$ cat src/inc/rtc_pkg.sv
// constants shared by the timer/alarm block and its helpers
package rtc_pkg;

  // register byte offsets on the apb port
  localparam logic [7:0] OFF_CONTROL = 8'h04;
  localparam logic [7:0] OFF_CAPTURE = 8'h08;
  localparam logic [7:0] OFF_MATCH = 8'h0c;
  localparam logic [7:0] OFF_ALARM_CFG = 8'h10;

  // control register field positions
  localparam int BIT_OSC_ENABLE = 7;
  localparam int BIT_TIMER_RUN = 4;
  localparam int BIT_ALARM_ENABLE = 3;
  localparam int BIT_ALARM_FLAG = 2;
  localparam int BIT_LOAD_STROBE = 1;
  localparam int BIT_SNAP_STROBE = 0;

  // alarm routing register field positions
  localparam int BIT_ROUTE_IRQ = 0;
  localparam int BIT_ROUTE_WAKE = 1;
  localparam int BIT_ROUTE_RESET = 2;

  // widths and reset values
  localparam int COUNT_W = 32;
  localparam int ROUTE_W = 3;
  localparam logic [COUNT_W-1:0] COUNT_RST = 32'h0000_0000;
  localparam logic [COUNT_W-1:0] COUNT_ONE = 32'h0000_0001;
  localparam logic [COUNT_W-1:0] CAPTURE_RST = 32'h0000_0000;
  localparam logic [COUNT_W-1:0] MATCH_RST = 32'h0000_0000;
  localparam logic [ROUTE_W-1:0] ROUTE_RST = 3'h0;
  localparam logic [31:0] RDATA_ZERO = 32'h0000_0000;

endpackage : rtc_pkg

$ cat src/hw/rtc_osc_tick.sv
// oscillator pin synchroniser and rising-edge tick generator
`timescale 1ns/100ps
module rtc_osc_tick (
  // clock and reset
  input wire logic pclk,
  input wire logic presetn,
  // oscillator pin, asynchronous to pclk
  input wire logic osc_pin,
  // one-pclk pulse per oscillator cycle
  output logic osc_tick
);

  logic sync_a;
  logic sync_b;
  logic sync_c;

  // two-flop synchroniser; only sync_b reads sync_a
  always_ff @(posedge pclk or negedge presetn) begin
    if (!presetn) begin
      sync_a <= 1'b0;
      sync_b <= 1'b0;
    end else begin
      sync_a <= osc_pin;
      sync_b <= sync_a;
    end
  end

  // edge detect on the settled copy, tick comes from a flop
  always_ff @(posedge pclk or negedge presetn) begin
    if (!presetn) begin
      sync_c <= 1'b0;
      osc_tick <= 1'b0;
    end else begin
      sync_c <= sync_b;
      osc_tick <= sync_b & ~sync_c;
    end
  end

endmodule : rtc_osc_tick

$ cat src/hw/rtc_timer_alarm.sv
// 32-bit oscillator-cycle timer with match alarm and capture path
//
// Summary of operation
// RQ1: counter advances once per oscillator cycle while run bit is set.
// RQ2: alarm can drive interrupt, wake or reset outputs per routing bits.
// RQ3: with auto-reset, counter clears one oscillator cycle after alarm.
// RQ4: writing 1 to the alarm flag position enables auto-reset.
// RQ5: software programs match one below the interval when auto-reset.
// RQ6: load and snapshot work while the counter keeps running.
// RQ7: count is exchanged with software only through capture registers.
// RQ8: load: fill capture, write load strobe, counter takes capture.
// RQ9: hardware clears load strobe once the counter is loaded.
// RQ10: writing snap strobe copies the counter into capture.
// RQ11: snap strobe clears when done; software polls before reading.
// RQ12: alarm only on exact 32-bit equality of counter and match.
// RQ13: software disables alarm, sets match, then re-enables alarm.
// RQ14: clearing alarm enable also clears the alarm flag.
// RQ15: re-enable without new match gives next alarm after full wrap.
// RQ16: alarm flag lasts at most one oscillator cycle.
// RQ17: without auto-reset counter wraps to zero and keeps counting.
// RQ18: run bit 0 holds the counter, 1 resumes counting.
// RQ19: oscillator domain events are synchronised before strobes clear.
// RQ20: without auto-reset counter runs past match, one alarm per wrap.
//
// Chosen here: the APB interface to the registers.
`timescale 1ns/100ps
module rtc_timer_alarm
  import rtc_pkg::*;
(
  // clock and reset
  input wire logic pclk,
  input wire logic presetn,
  // apb slave
  input wire logic psel,
  input wire logic penable,
  input wire logic pwrite,
  input wire logic [7:0] paddr,
  input wire logic [31:0] pwdata,
  output logic [31:0] prdata,
  output logic pready,
  output logic pslverr,
  // oscillator pin
  input wire logic osc_pin,
  // oscillator analog enable and alarm routing outputs
  output logic osc_enable,
  output logic alarm_irq,
  output logic alarm_wake,
  output logic alarm_reset
);

  // control fields
  logic timer_run;
  logic alarm_enable;
  logic autoreset;
  logic load_strobe;
  logic snap_strobe;
  logic alarm_flag;
  logic [ROUTE_W-1:0] alarm_route;

  // data path
  logic [COUNT_W-1:0] count;
  logic [COUNT_W-1:0] capture;
  logic [COUNT_W-1:0] match_value;
  logic [COUNT_W-1:0] next_count;
  logic count_moves;
  logic autoreset_due;

  // bus decode
  logic osc_tick;
  logic bus_access;
  logic bus_write;
  logic wr_control;
  logic wr_capture;
  logic wr_match;
  logic wr_route;

  // true for offsets that hold a register
  function automatic logic addr_mapped(input logic [7:0] addr);
    addr_mapped = (addr == OFF_CONTROL) || (addr == OFF_CAPTURE) ||
                  (addr == OFF_MATCH) || (addr == OFF_ALARM_CFG);
  endfunction : addr_mapped

  // read multiplexer; unmapped offsets read zero
  function automatic logic [31:0] read_mux(input logic [7:0] addr);
    logic [31:0] value;
    value = RDATA_ZERO;
    case (addr)
      OFF_CONTROL: begin
        value[BIT_OSC_ENABLE] = osc_enable;
        value[BIT_TIMER_RUN] = timer_run;
        value[BIT_ALARM_ENABLE] = alarm_enable;
        value[BIT_ALARM_FLAG] = alarm_flag;
        value[BIT_LOAD_STROBE] = load_strobe;
        value[BIT_SNAP_STROBE] = snap_strobe;
      end
      OFF_CAPTURE: value = capture; // count only seen here [RQ7]
      OFF_MATCH: value = match_value;
      OFF_ALARM_CFG: value[ROUTE_W-1:0] = alarm_route;
      default: value = RDATA_ZERO;
    endcase
    read_mux = value;
  endfunction : read_mux

  // oscillator edges reach pclk only through the synchroniser [RQ19]
  rtc_osc_tick u_osc_tick (
    .pclk(pclk),
    .presetn(presetn),
    .osc_pin(osc_pin),
    .osc_tick(osc_tick)
  );

  // a transfer completes at the edge where pready is sampled high
  assign bus_access = psel & penable & pready;
  assign bus_write = bus_access & pwrite;
  assign wr_control = bus_write & (paddr == OFF_CONTROL);
  assign wr_capture = bus_write & (paddr == OFF_CAPTURE);
  assign wr_match = bus_write & (paddr == OFF_MATCH);
  assign wr_route = bus_write & (paddr == OFF_ALARM_CFG);

  // apb answer: one wait state, data and error registered with pready
  always_ff @(posedge pclk or negedge presetn) begin
    if (!presetn) begin
      pready <= 1'b0;
      prdata <= RDATA_ZERO;
      pslverr <= 1'b0;
    end else begin
      pready <= psel & penable & ~pready;
      if (psel && penable && !pready) begin
        prdata <= pwrite ? RDATA_ZERO : read_mux(paddr);
        pslverr <= ~addr_mapped(paddr);
      end
    end
  end

  // plain control bits owned by software
  always_ff @(posedge pclk or negedge presetn) begin
    if (!presetn) begin
      osc_enable <= 1'b0;
      timer_run <= 1'b0;
      alarm_enable <= 1'b0;
      autoreset <= 1'b0;
    end else if (wr_control) begin
      osc_enable <= pwdata[BIT_OSC_ENABLE];
      timer_run <= pwdata[BIT_TIMER_RUN]; // [RQ18]
      alarm_enable <= pwdata[BIT_ALARM_ENABLE];
      // the flag position doubles as the auto-reset enable on writes
      autoreset <= pwdata[BIT_ALARM_FLAG]; // [RQ4]
    end
  end

  // match and routing registers
  always_ff @(posedge pclk or negedge presetn) begin
    if (!presetn) begin
      match_value <= MATCH_RST;
      alarm_route <= ROUTE_RST;
    end else begin
      if (wr_match) begin
        match_value <= pwdata;
      end
      if (wr_route) begin
        alarm_route <= pwdata[ROUTE_W-1:0];
      end
    end
  end

  // next counter value for this oscillator cycle
  assign autoreset_due = alarm_flag & autoreset;
  always_comb begin
    next_count = count;
    count_moves = 1'b0;
    if (load_strobe) begin
      next_count = capture; // [RQ8]
      count_moves = 1'b1;
    end else if (autoreset_due) begin
      next_count = COUNT_RST; // [RQ3]
      count_moves = 1'b1;
    end else if (timer_run) begin
      // plain add wraps from all ones to zero [RQ17]
      next_count = count + COUNT_ONE; // [RQ1]
      count_moves = 1'b1;
    end
  end

  // counter only moves on oscillator ticks, never stopped for access [RQ6]
  always_ff @(posedge pclk or negedge presetn) begin
    if (!presetn) begin
      count <= COUNT_RST;
    end else if (osc_tick) begin
      count <= next_count; // [RQ18]
    end
  end

  // capture: a snapshot on the tick beats a bus write in the same cycle
  always_ff @(posedge pclk or negedge presetn) begin
    if (!presetn) begin
      capture <= CAPTURE_RST;
    end else if (osc_tick && snap_strobe) begin
      capture <= count; // [RQ10]
    end else if (wr_capture) begin
      capture <= pwdata; // [RQ7]
    end
  end

  // strobes: set by software, cleared on the tick that did the work;
  // a new write in that same cycle wins so no request is lost
  always_ff @(posedge pclk or negedge presetn) begin
    if (!presetn) begin
      load_strobe <= 1'b0;
      snap_strobe <= 1'b0;
    end else begin
      if (wr_control && pwdata[BIT_LOAD_STROBE]) begin
        load_strobe <= 1'b1;
      end else if (osc_tick) begin
        load_strobe <= 1'b0; // [RQ9] [RQ19]
      end
      if (wr_control && pwdata[BIT_SNAP_STROBE]) begin
        snap_strobe <= 1'b1;
      end else if (osc_tick) begin
        snap_strobe <= 1'b0; // [RQ11] [RQ19]
      end
    end
  end

  // alarm flag: raised when the counter steps onto the match value, and
  // dropped on the next tick; a stopped counter cannot re-raise it
  always_ff @(posedge pclk or negedge presetn) begin
    if (!presetn) begin
      alarm_flag <= 1'b0;
    end else if (osc_tick) begin
      // exact compare; counter runs past match, next hit after wrap
      alarm_flag <= alarm_enable & count_moves &
                    (next_count == match_value); // [RQ12] [RQ15] [RQ20]
    end else if (wr_control && !pwdata[BIT_ALARM_ENABLE]) begin
      alarm_flag <= 1'b0; // [RQ14]
    end
  end

  // alarm routing to the system, registered
  always_ff @(posedge pclk or negedge presetn) begin
    if (!presetn) begin
      alarm_irq <= 1'b0;
      alarm_wake <= 1'b0;
      alarm_reset <= 1'b0;
    end else begin
      alarm_irq <= alarm_flag & alarm_route[BIT_ROUTE_IRQ]; // [RQ2]
      alarm_wake <= alarm_flag & alarm_route[BIT_ROUTE_WAKE]; // [RQ2]
      alarm_reset <= alarm_flag & alarm_route[BIT_ROUTE_RESET]; // [RQ2]
    end
  end

  // checks

  property p_count_step;
    @(posedge pclk) disable iff (!presetn)
    (osc_tick && timer_run && !load_strobe && !autoreset_due)
      |=> (count == $past(count) + COUNT_ONE);
  endproperty
  a_count_step: assert property (p_count_step) // [RQ1]
    else $error("counter did not advance by one on tick");

  property p_count_hold;
    @(posedge pclk) disable iff (!presetn)
    (!timer_run && !load_strobe && !autoreset_due) |=> $stable(count);
  endproperty
  a_count_hold: assert property (p_count_hold) // [RQ18]
    else $error("stopped counter changed");

  property p_autoreset_clear;
    @(posedge pclk) disable iff (!presetn)
    (osc_tick && autoreset_due && !load_strobe) |=> (count == COUNT_RST);
  endproperty
  a_autoreset_clear: assert property (p_autoreset_clear) // [RQ3]
    else $error("auto-reset did not clear counter");

  property p_load_done;
    @(posedge pclk) disable iff (!presetn)
    (osc_tick && load_strobe && !(wr_control && pwdata[BIT_LOAD_STROBE]))
      |=> (!load_strobe && count == $past(capture));
  endproperty
  a_load_done: assert property (p_load_done) // [RQ9]
    else $error("load did not complete on tick");

  property p_snap_done;
    @(posedge pclk) disable iff (!presetn)
    (osc_tick && snap_strobe && !(wr_control && pwdata[BIT_SNAP_STROBE]))
      |=> (!snap_strobe && capture == $past(count));
  endproperty
  a_snap_done: assert property (p_snap_done) // [RQ11]
    else $error("snapshot did not complete on tick");

  property p_flag_short;
    @(posedge pclk) disable iff (!presetn)
    (alarm_flag && osc_tick) |=> (!alarm_flag || count == match_value);
  endproperty
  a_flag_short: assert property (p_flag_short) // [RQ16]
    else $error("alarm flag held past one oscillator cycle");

  // match and enable as they stood at the tick that raised the flag; a
  // disable or match write on that same edge must not trip this check
  property p_flag_equal;
    @(posedge pclk) disable iff (!presetn)
    $rose(alarm_flag) |->
      (count == $past(match_value) && $past(alarm_enable));
  endproperty
  a_flag_equal: assert property (p_flag_equal) // [RQ12]
    else $error("alarm raised without exact match");

  property p_disable_clears;
    @(posedge pclk) disable iff (!presetn)
    (wr_control && !pwdata[BIT_ALARM_ENABLE] && !osc_tick)
      |=> (!alarm_flag && !alarm_enable);
  endproperty
  a_disable_clears: assert property (p_disable_clears) // [RQ14]
    else $error("alarm disable left flag set");

  property p_route_irq;
    @(posedge pclk) disable iff (!presetn)
    (alarm_flag && alarm_route[BIT_ROUTE_IRQ]) |=> alarm_irq;
  endproperty
  a_route_irq: assert property (p_route_irq) // [RQ2]
    else $error("alarm not routed to interrupt");

  property p_route_wake;
    @(posedge pclk) disable iff (!presetn)
    (alarm_flag && alarm_route[BIT_ROUTE_WAKE]) |=> alarm_wake;
  endproperty
  a_route_wake: assert property (p_route_wake) // [RQ2]
    else $error("alarm not routed to wake");

  property p_route_reset;
    @(posedge pclk) disable iff (!presetn)
    (alarm_flag && alarm_route[BIT_ROUTE_RESET]) |=> alarm_reset;
  endproperty
  a_route_reset: assert property (p_route_reset) // [RQ2]
    else $error("alarm not routed to reset");

  property p_route_quiet;
    @(posedge pclk) disable iff (!presetn)
    !alarm_flag |=> (!alarm_irq && !alarm_wake && !alarm_reset);
  endproperty
  a_route_quiet: assert property (p_route_quiet) // [RQ2]
    else $error("alarm output raised without alarm flag");

  property p_wrap;
    @(posedge pclk) disable iff (!presetn)
    (osc_tick && timer_run && !load_strobe && !autoreset_due &&
     count == ~COUNT_RST) |=> (count == COUNT_RST);
  endproperty
  a_wrap: assert property (p_wrap) // [RQ17]
    else $error("counter did not wrap to zero");

endmodule : rtc_timer_alarm

$ cat config.mk
export PLATFORM = sky130hd
export DESIGN_NAME = rtc_timer_alarm
export DESIGN_NICKNAME = d
export VERILOG_FILES = /design/src/inc/rtc_pkg.sv /design/src/hw/rtc_osc_tick.sv /design/src/hw/rtc_timer_alarm.sv
export SDC_FILE = /design/constraint.sdc
export NUM_CORES = 1
export LEC_CHECK = 0
export BUFFER_PORTS_ARGS = -buffer_cell sky130_fd_sc_hd__buf_4
export CORE_MARGIN = 5
export CORE_UTILIZATION = 45
export DETAILED_ROUTE_END_ITERATION = 10
export GPL_TIMING_DRIVEN = 0
export SYNTH_ARGS = -nofsm -noshare
export SYNTH_HDL_FRONTEND = slang
export SYNTH_SLANG_ARGS = --single-unit
$ cat constraint.sdc
create_clock -name pclk -period 4.6 [get_ports pclk]
set_clock_uncertainty 0.2 [all_clocks]
set_input_delay 0.92 -clock pclk [delete_from_list [all_inputs] [get_ports pclk]]
set_output_delay 0.92 -clock pclk [all_outputs]
set_load 0.05 [all_outputs]
# == Yosys cells after proc, flatten, opt, wreduce, memory -nomap -nowiden ==
# Cells that the tools add are included.
# totals
regBits,147
output_inout_bits,38
wordCells,79
# op_classes
n_addsub,1
n_eq_ne,5
mux,19
n_bitwise,18
reduce_logical,15
# ops
op,n
2-to-1 mux 32 bit,6
one-hot mux 24 bit (2 select lines),1
adder 32 x 1 -> 32 bit (second input constant),1
== test 32 bit,1
== test 8 x 4 -> 1 bit (second input constant),2
AND 1 bit,15
one-hot mux 3 bit (4 select lines),1
== test 8 x 3 -> 1 bit (second input constant),1
== test 8 x 5 -> 1 bit (second input constant),1
2-to-1 mux 1 bit,8
nonzero test 2 bit,4
logical AND 1 bit,6
one-hot mux 2 bit (3 select lines),1
one-hot mux 2 bit (2 select lines),1
logical OR 1 bit,3
NOT 1 bit,3
one-hot mux 1 bit (3 select lines),1
logical NOT 1 bit,2

# == Depth between registers and ports, before layout ==
# depth
word_depth,7
depth_mapped,11
depth_no_buf,9

# == Cells and area by module ==
# A second synthesis with hierarchy kept.
# hier_totals
cells_unflattened,964
area_unflattened_um2,8763.4
# modules_own_cells
mod,instances,cells_per_inst,area_each_um2
rtc_timer_alarm,1,959,8649.5
rtc_osc_tick,1,5,113.9

# == Least setup slack after synthesis ==
# Ideal clock, no wire load.
# synth_path
path_kind,reg2reg
from,register count[0]
to,register alarm_flag
arrival_time_ns,2.931
required_ns,4.324
path_slack_ns,1.392
path_stages_with_launch,11
path_buffers,1
period_less_slack_ns,3.208
path_cell_list,dfrtp_1 > ha_1 > nand4_4 > or4_1 > clkbuf_1 > or4_1 > and4_1 > a311oi_1 > nand4_1 > or4_1 > o21ai_1
# synth_via
elab_chain_cells,7
# synth_lines
element,line,text
start: declaration,rtc_timer_alarm.sv:61,logic [COUNT_W-1:0] count;
start signal: assignment,rtc_timer_alarm.sv:189,count <= next_count;
adder 32 x 1 -> 32 bit,rtc_timer_alarm.sv:179,next_count = count + COUNT_ONE;
2-to-1 mux 32 bit *,rtc_timer_alarm.sv:177,end else if (timer_run) begin
2-to-1 mux 32 bit *,rtc_timer_alarm.sv:174,end else if (autoreset_due) begin
2-to-1 mux 32 bit *,rtc_timer_alarm.sv:171,if (load_strobe) begin
== test 32 bit *,rtc_timer_alarm.sv:232,(next_count == match_value);
AND 1 bit *,rtc_timer_alarm.sv:231,alarm_flag <= alarm_enable & count_moves &
2-to-1 mux 1 bit *,rtc_timer_alarm.sv:229,end else if (osc_tick) begin
end signal: assignment,rtc_timer_alarm.sv:231,
end: declaration,rtc_timer_alarm.sv:57,logic alarm_flag;
# Every way passes the cells marked *; elsewhere a longest branch is shown, timed or not.
# A chain may end at the register's enable or synchronous reset.

# == Final worst setup path ==
# layout_path
from,register alarm_flag
to,register count[12]
# layout_via
elab_chain_cells,3
# layout_lines
element,line,text
AND 1 bit,rtc_timer_alarm.sv:167,assign autoreset_due = alarm_flag & autoreset;
2-to-1 mux 32 bit,rtc_timer_alarm.sv:174,
2-to-1 mux 32 bit,rtc_timer_alarm.sv:171,
# Every way passes these cells.

==> impl_metrics.csv <==
group,metric,value,unit
run_status,status,"finished clean",
yosys,synth_warnings,0,
yosys,avgSynthCellArea,8.92,µm²
floorplan,fp.dieW,150,µm
sta,worst_pin_slew,1.30,ns
routing,met2_length,16.3,mm
clock_network,cts_root_buffer,"clkbuf_16",
setup_path,crit_cells,8,
clock_network,ctsResizeCount,1,
setup_path,crit_family,"buffers and inverters",
clock_network,cts.htree.levels,4,
yosys,synth_nets,1033,
routing,ant_nets,0,
global_routing,overflow,0,
routing,wl,35.7,mm
clock_network,cts_tree,"done",
layout,fin_nets,1135,
clock_network,clkTransAtPathRegs,0.07,ns
min_path,hold_class,"flop to flop",
global_routing,grt_max_degree,86,
routing,vias_per_cell,6.29,
placement,dp.cells,1334,
clock_network,clockBufferDepth,2,
routing,drc,0,
setup_path,worstSetupStartpointType,"flop",
routing,wl_met1,15.2,mm
placement,pre_cts_ws,-0.0665,ns
layout,syn_to_final_growth,17.9,%
setup_path,cpPeakStageDelay,0.68,ns
setup_path,required,4.73,ns
sta,timing.fmax,222,MHz
setup_path,crit_top_cell,"clkbuf_1",
clock_network,cts_hold_buf,0,
yosys,synth_area_leaders,"dfrtp_1, mux2_2, nand2_1",
yosys,synth_most_common_cell,"dfrtp_1",
layout,final_cells,1366,
yosys,synthCells,986,
layout,drive_gt1_share,16.5,%
floorplan,io_pins,84,
power,p_leak,4.52,nW
sta,slew_violations,0,
yosys,synth_edf_count,0,
yosys,synth_top_area_cell,"dfrtp_1",
clock_network,clk_latency,0.44,ns
floorplan,initial_core_util,45.5,%
floorplan,rows,51,
setup_path,rrSetupSlack,0.1,ns
setup_path,path_cells,"a21o_1 > clkbuf_1 > clkbuf_1 > clkbuf_1 > clkbuf_1 > buf_2 > o21ai_0 > mux2_2",
sta,setup_slack,0.0958,ns
placement,dp_hpwl,26.9,mm
setup_path,crit_fanout,10,
routing,drt_iter0_drc,945,
sta,finalSetupViolCount,0,
sta,slew_headroom,12.6,%
global_routing,antenna_found_initial,0,
routing,highest_layer,"met4",
clock_network,cts_setup_buffers,0,
clock_network,clock_sinks,147,
routing,dr_total_vias,8597,
placement,gp_congestion,0.976,
yosys,synth_cell_types,71,
sta,rsz0062_at_grt,"false",
floorplan,coreArea,0.0193,mm²
global_routing,grtUsageTotal,32.5,%
routing,wl_met3,2.87,mm
yosys,synth_seq_cells,147,
global_routing,grt_first_pass_wirelength,53.2,mm
layout,nFillCells,1848,
setup_path,path_buf_inv,5,
setup_path,slowest_stage,"dfrtp_1",
run,maxCapViolCount,0,
setup_path,path_class,"flop to flop",
routing,wl_per_cell,26.2,µm
yosys,async_reset_ff_share,100,%
yosys,synth_common_cells,"dfrtp_1, nand2_1, nor2_1",
power,powerDensity,339,mW/mm²
sta,period_needed,4.50,ns
sta,period_share,97.9,%
placement,io_buffers,82,
setup_path,endpoint_kind,"flop",
setup_path,cp.arrival,4.63,ns
floorplan,die_h,150,µm
setup_path,r2r_cells,8,
yosys,netlist_area,0.00879,mm²
routing,drtPass1Iterations,6,
yosys,ys_seq_area_share,41.8,%
sta,fin_tns_setup,0,ns
global_routing,grt_pass1_vias,8369,
layout,postLayoutCellArea,0.0104,mm²
min_path,holdPathStages,0,
placement,dpl_cell_area,0.00977,mm²
clock_network,cts_buffers,17,
floorplan,die_area,0.0224,mm²
yosys,ys.flop_type,"dfrtp_1",
power,ir_worst_vdd,0.240,mV
yosys,synth_top_area_share,41.8,%
sta,hold_viol_final,0,
flip-flops by register name, summed over array words and instances (netlist names), 3 cells and up:
name,count
count,32
alarm_route,3
prdata,32
capture,32
match_value,32
cells by family (layout without fill, tap and decap cells):
logic type | count (synthesis) | in the layout | synth area share, %
muxes | 84 | 84 | 10.2
xor gates and xnor gates | 23 | 23 | 2.29
DFF | 147 | 147 | 41.8
other | 0 | 1 | 0
AOI/OAI and AO/OA | 284 | 284 | 21.7
buffers and inverters | 112 | 226 | 4.97
adders and majority gates | 1 | 1 | 0.142
and+or+nand+nor | 335 | 335 | 18.9
area by class of cell:
type | instances | area [µm²] | share of cell area (%)
multi-input combinational | 727 | 4680 | 45.1
buffer | 78 | 310 | 2.99
tap | 265 | 332 | 3.20
inverter | 34 | 128 | 1.23
sequential | 147 | 3680 | 35.5
clock buffer | 17 | 425 | 4.10
antenna | 1 | 2.50 | 0.0241
timing repair buffer | 83 | 647 | 6.24
clock inverter | 14 | 168 | 1.62
power breakdown:
part	internal, W	total (W)	switching (W)
clock network	0.000815	0.00145	0.000631
registers	0.00139	0.00154	0.000152
logic	0.000208	0.000529	0.000321
metal layers:
| layer | vias up | global-route usage (%) |
|---|---|---|
| li1 | 3846 | - |
| met1 | 4210 | 44.6 |
| met2 | 452 | 51.7 |
| met3 | 89 | 5.54 |
| met4 | 0 | 12.6 |
| met5 | - | 0 |
metrics by stage:
step	power, W	hold slack, ns	util [%]
final	0.00352	0.162	53.6
after global routing	0.00365	0.191	53.6
after CTS	0.00352	0.164	53.6
after detailed placement	0.00208	0.138	50.5
after global placement	0.00207	0.152	50.4
after floorplan	0.00183	0.131	-
worst paths after layout:
check / start / end
worst min-delay path: u_osc_tick.sync_a / u_osc_tick.sync_b
worst max-delay path: alarm_flag / count[12]
worst max register to register: alarm_flag / count[12]
min in group asynchronous: presetn / prdata[14]
worst min register to register: u_osc_tick.sync_a / u_osc_tick.sync_b
max in group asynchronous: presetn / capture[0]
layout by cell type, fill, tap and decap left out, drive strengths merged, types with 5 or more instances in the layout:
cell type	instances
nor3	18
o22ai	10
o21ai	74
and2	9
dfrtp	147
nand4	17
clkinv	5
buf	104
or3	8
nor4	13
nand2	121
xor2	7
clkbuf	74
xnor2	16
o31ai	11
nor2b	6
mux2i	39
a31oi	7
o31a	5
a21oi	53
a22oi	36
and4	7
nand2b	8
inv	40
and3	7
nor2	74
mux2	45
a222oi	7
nand3	25
o2111ai	8
or4	12
a22o	27
No activity file was read; power rests on OpenSTA's default activity.
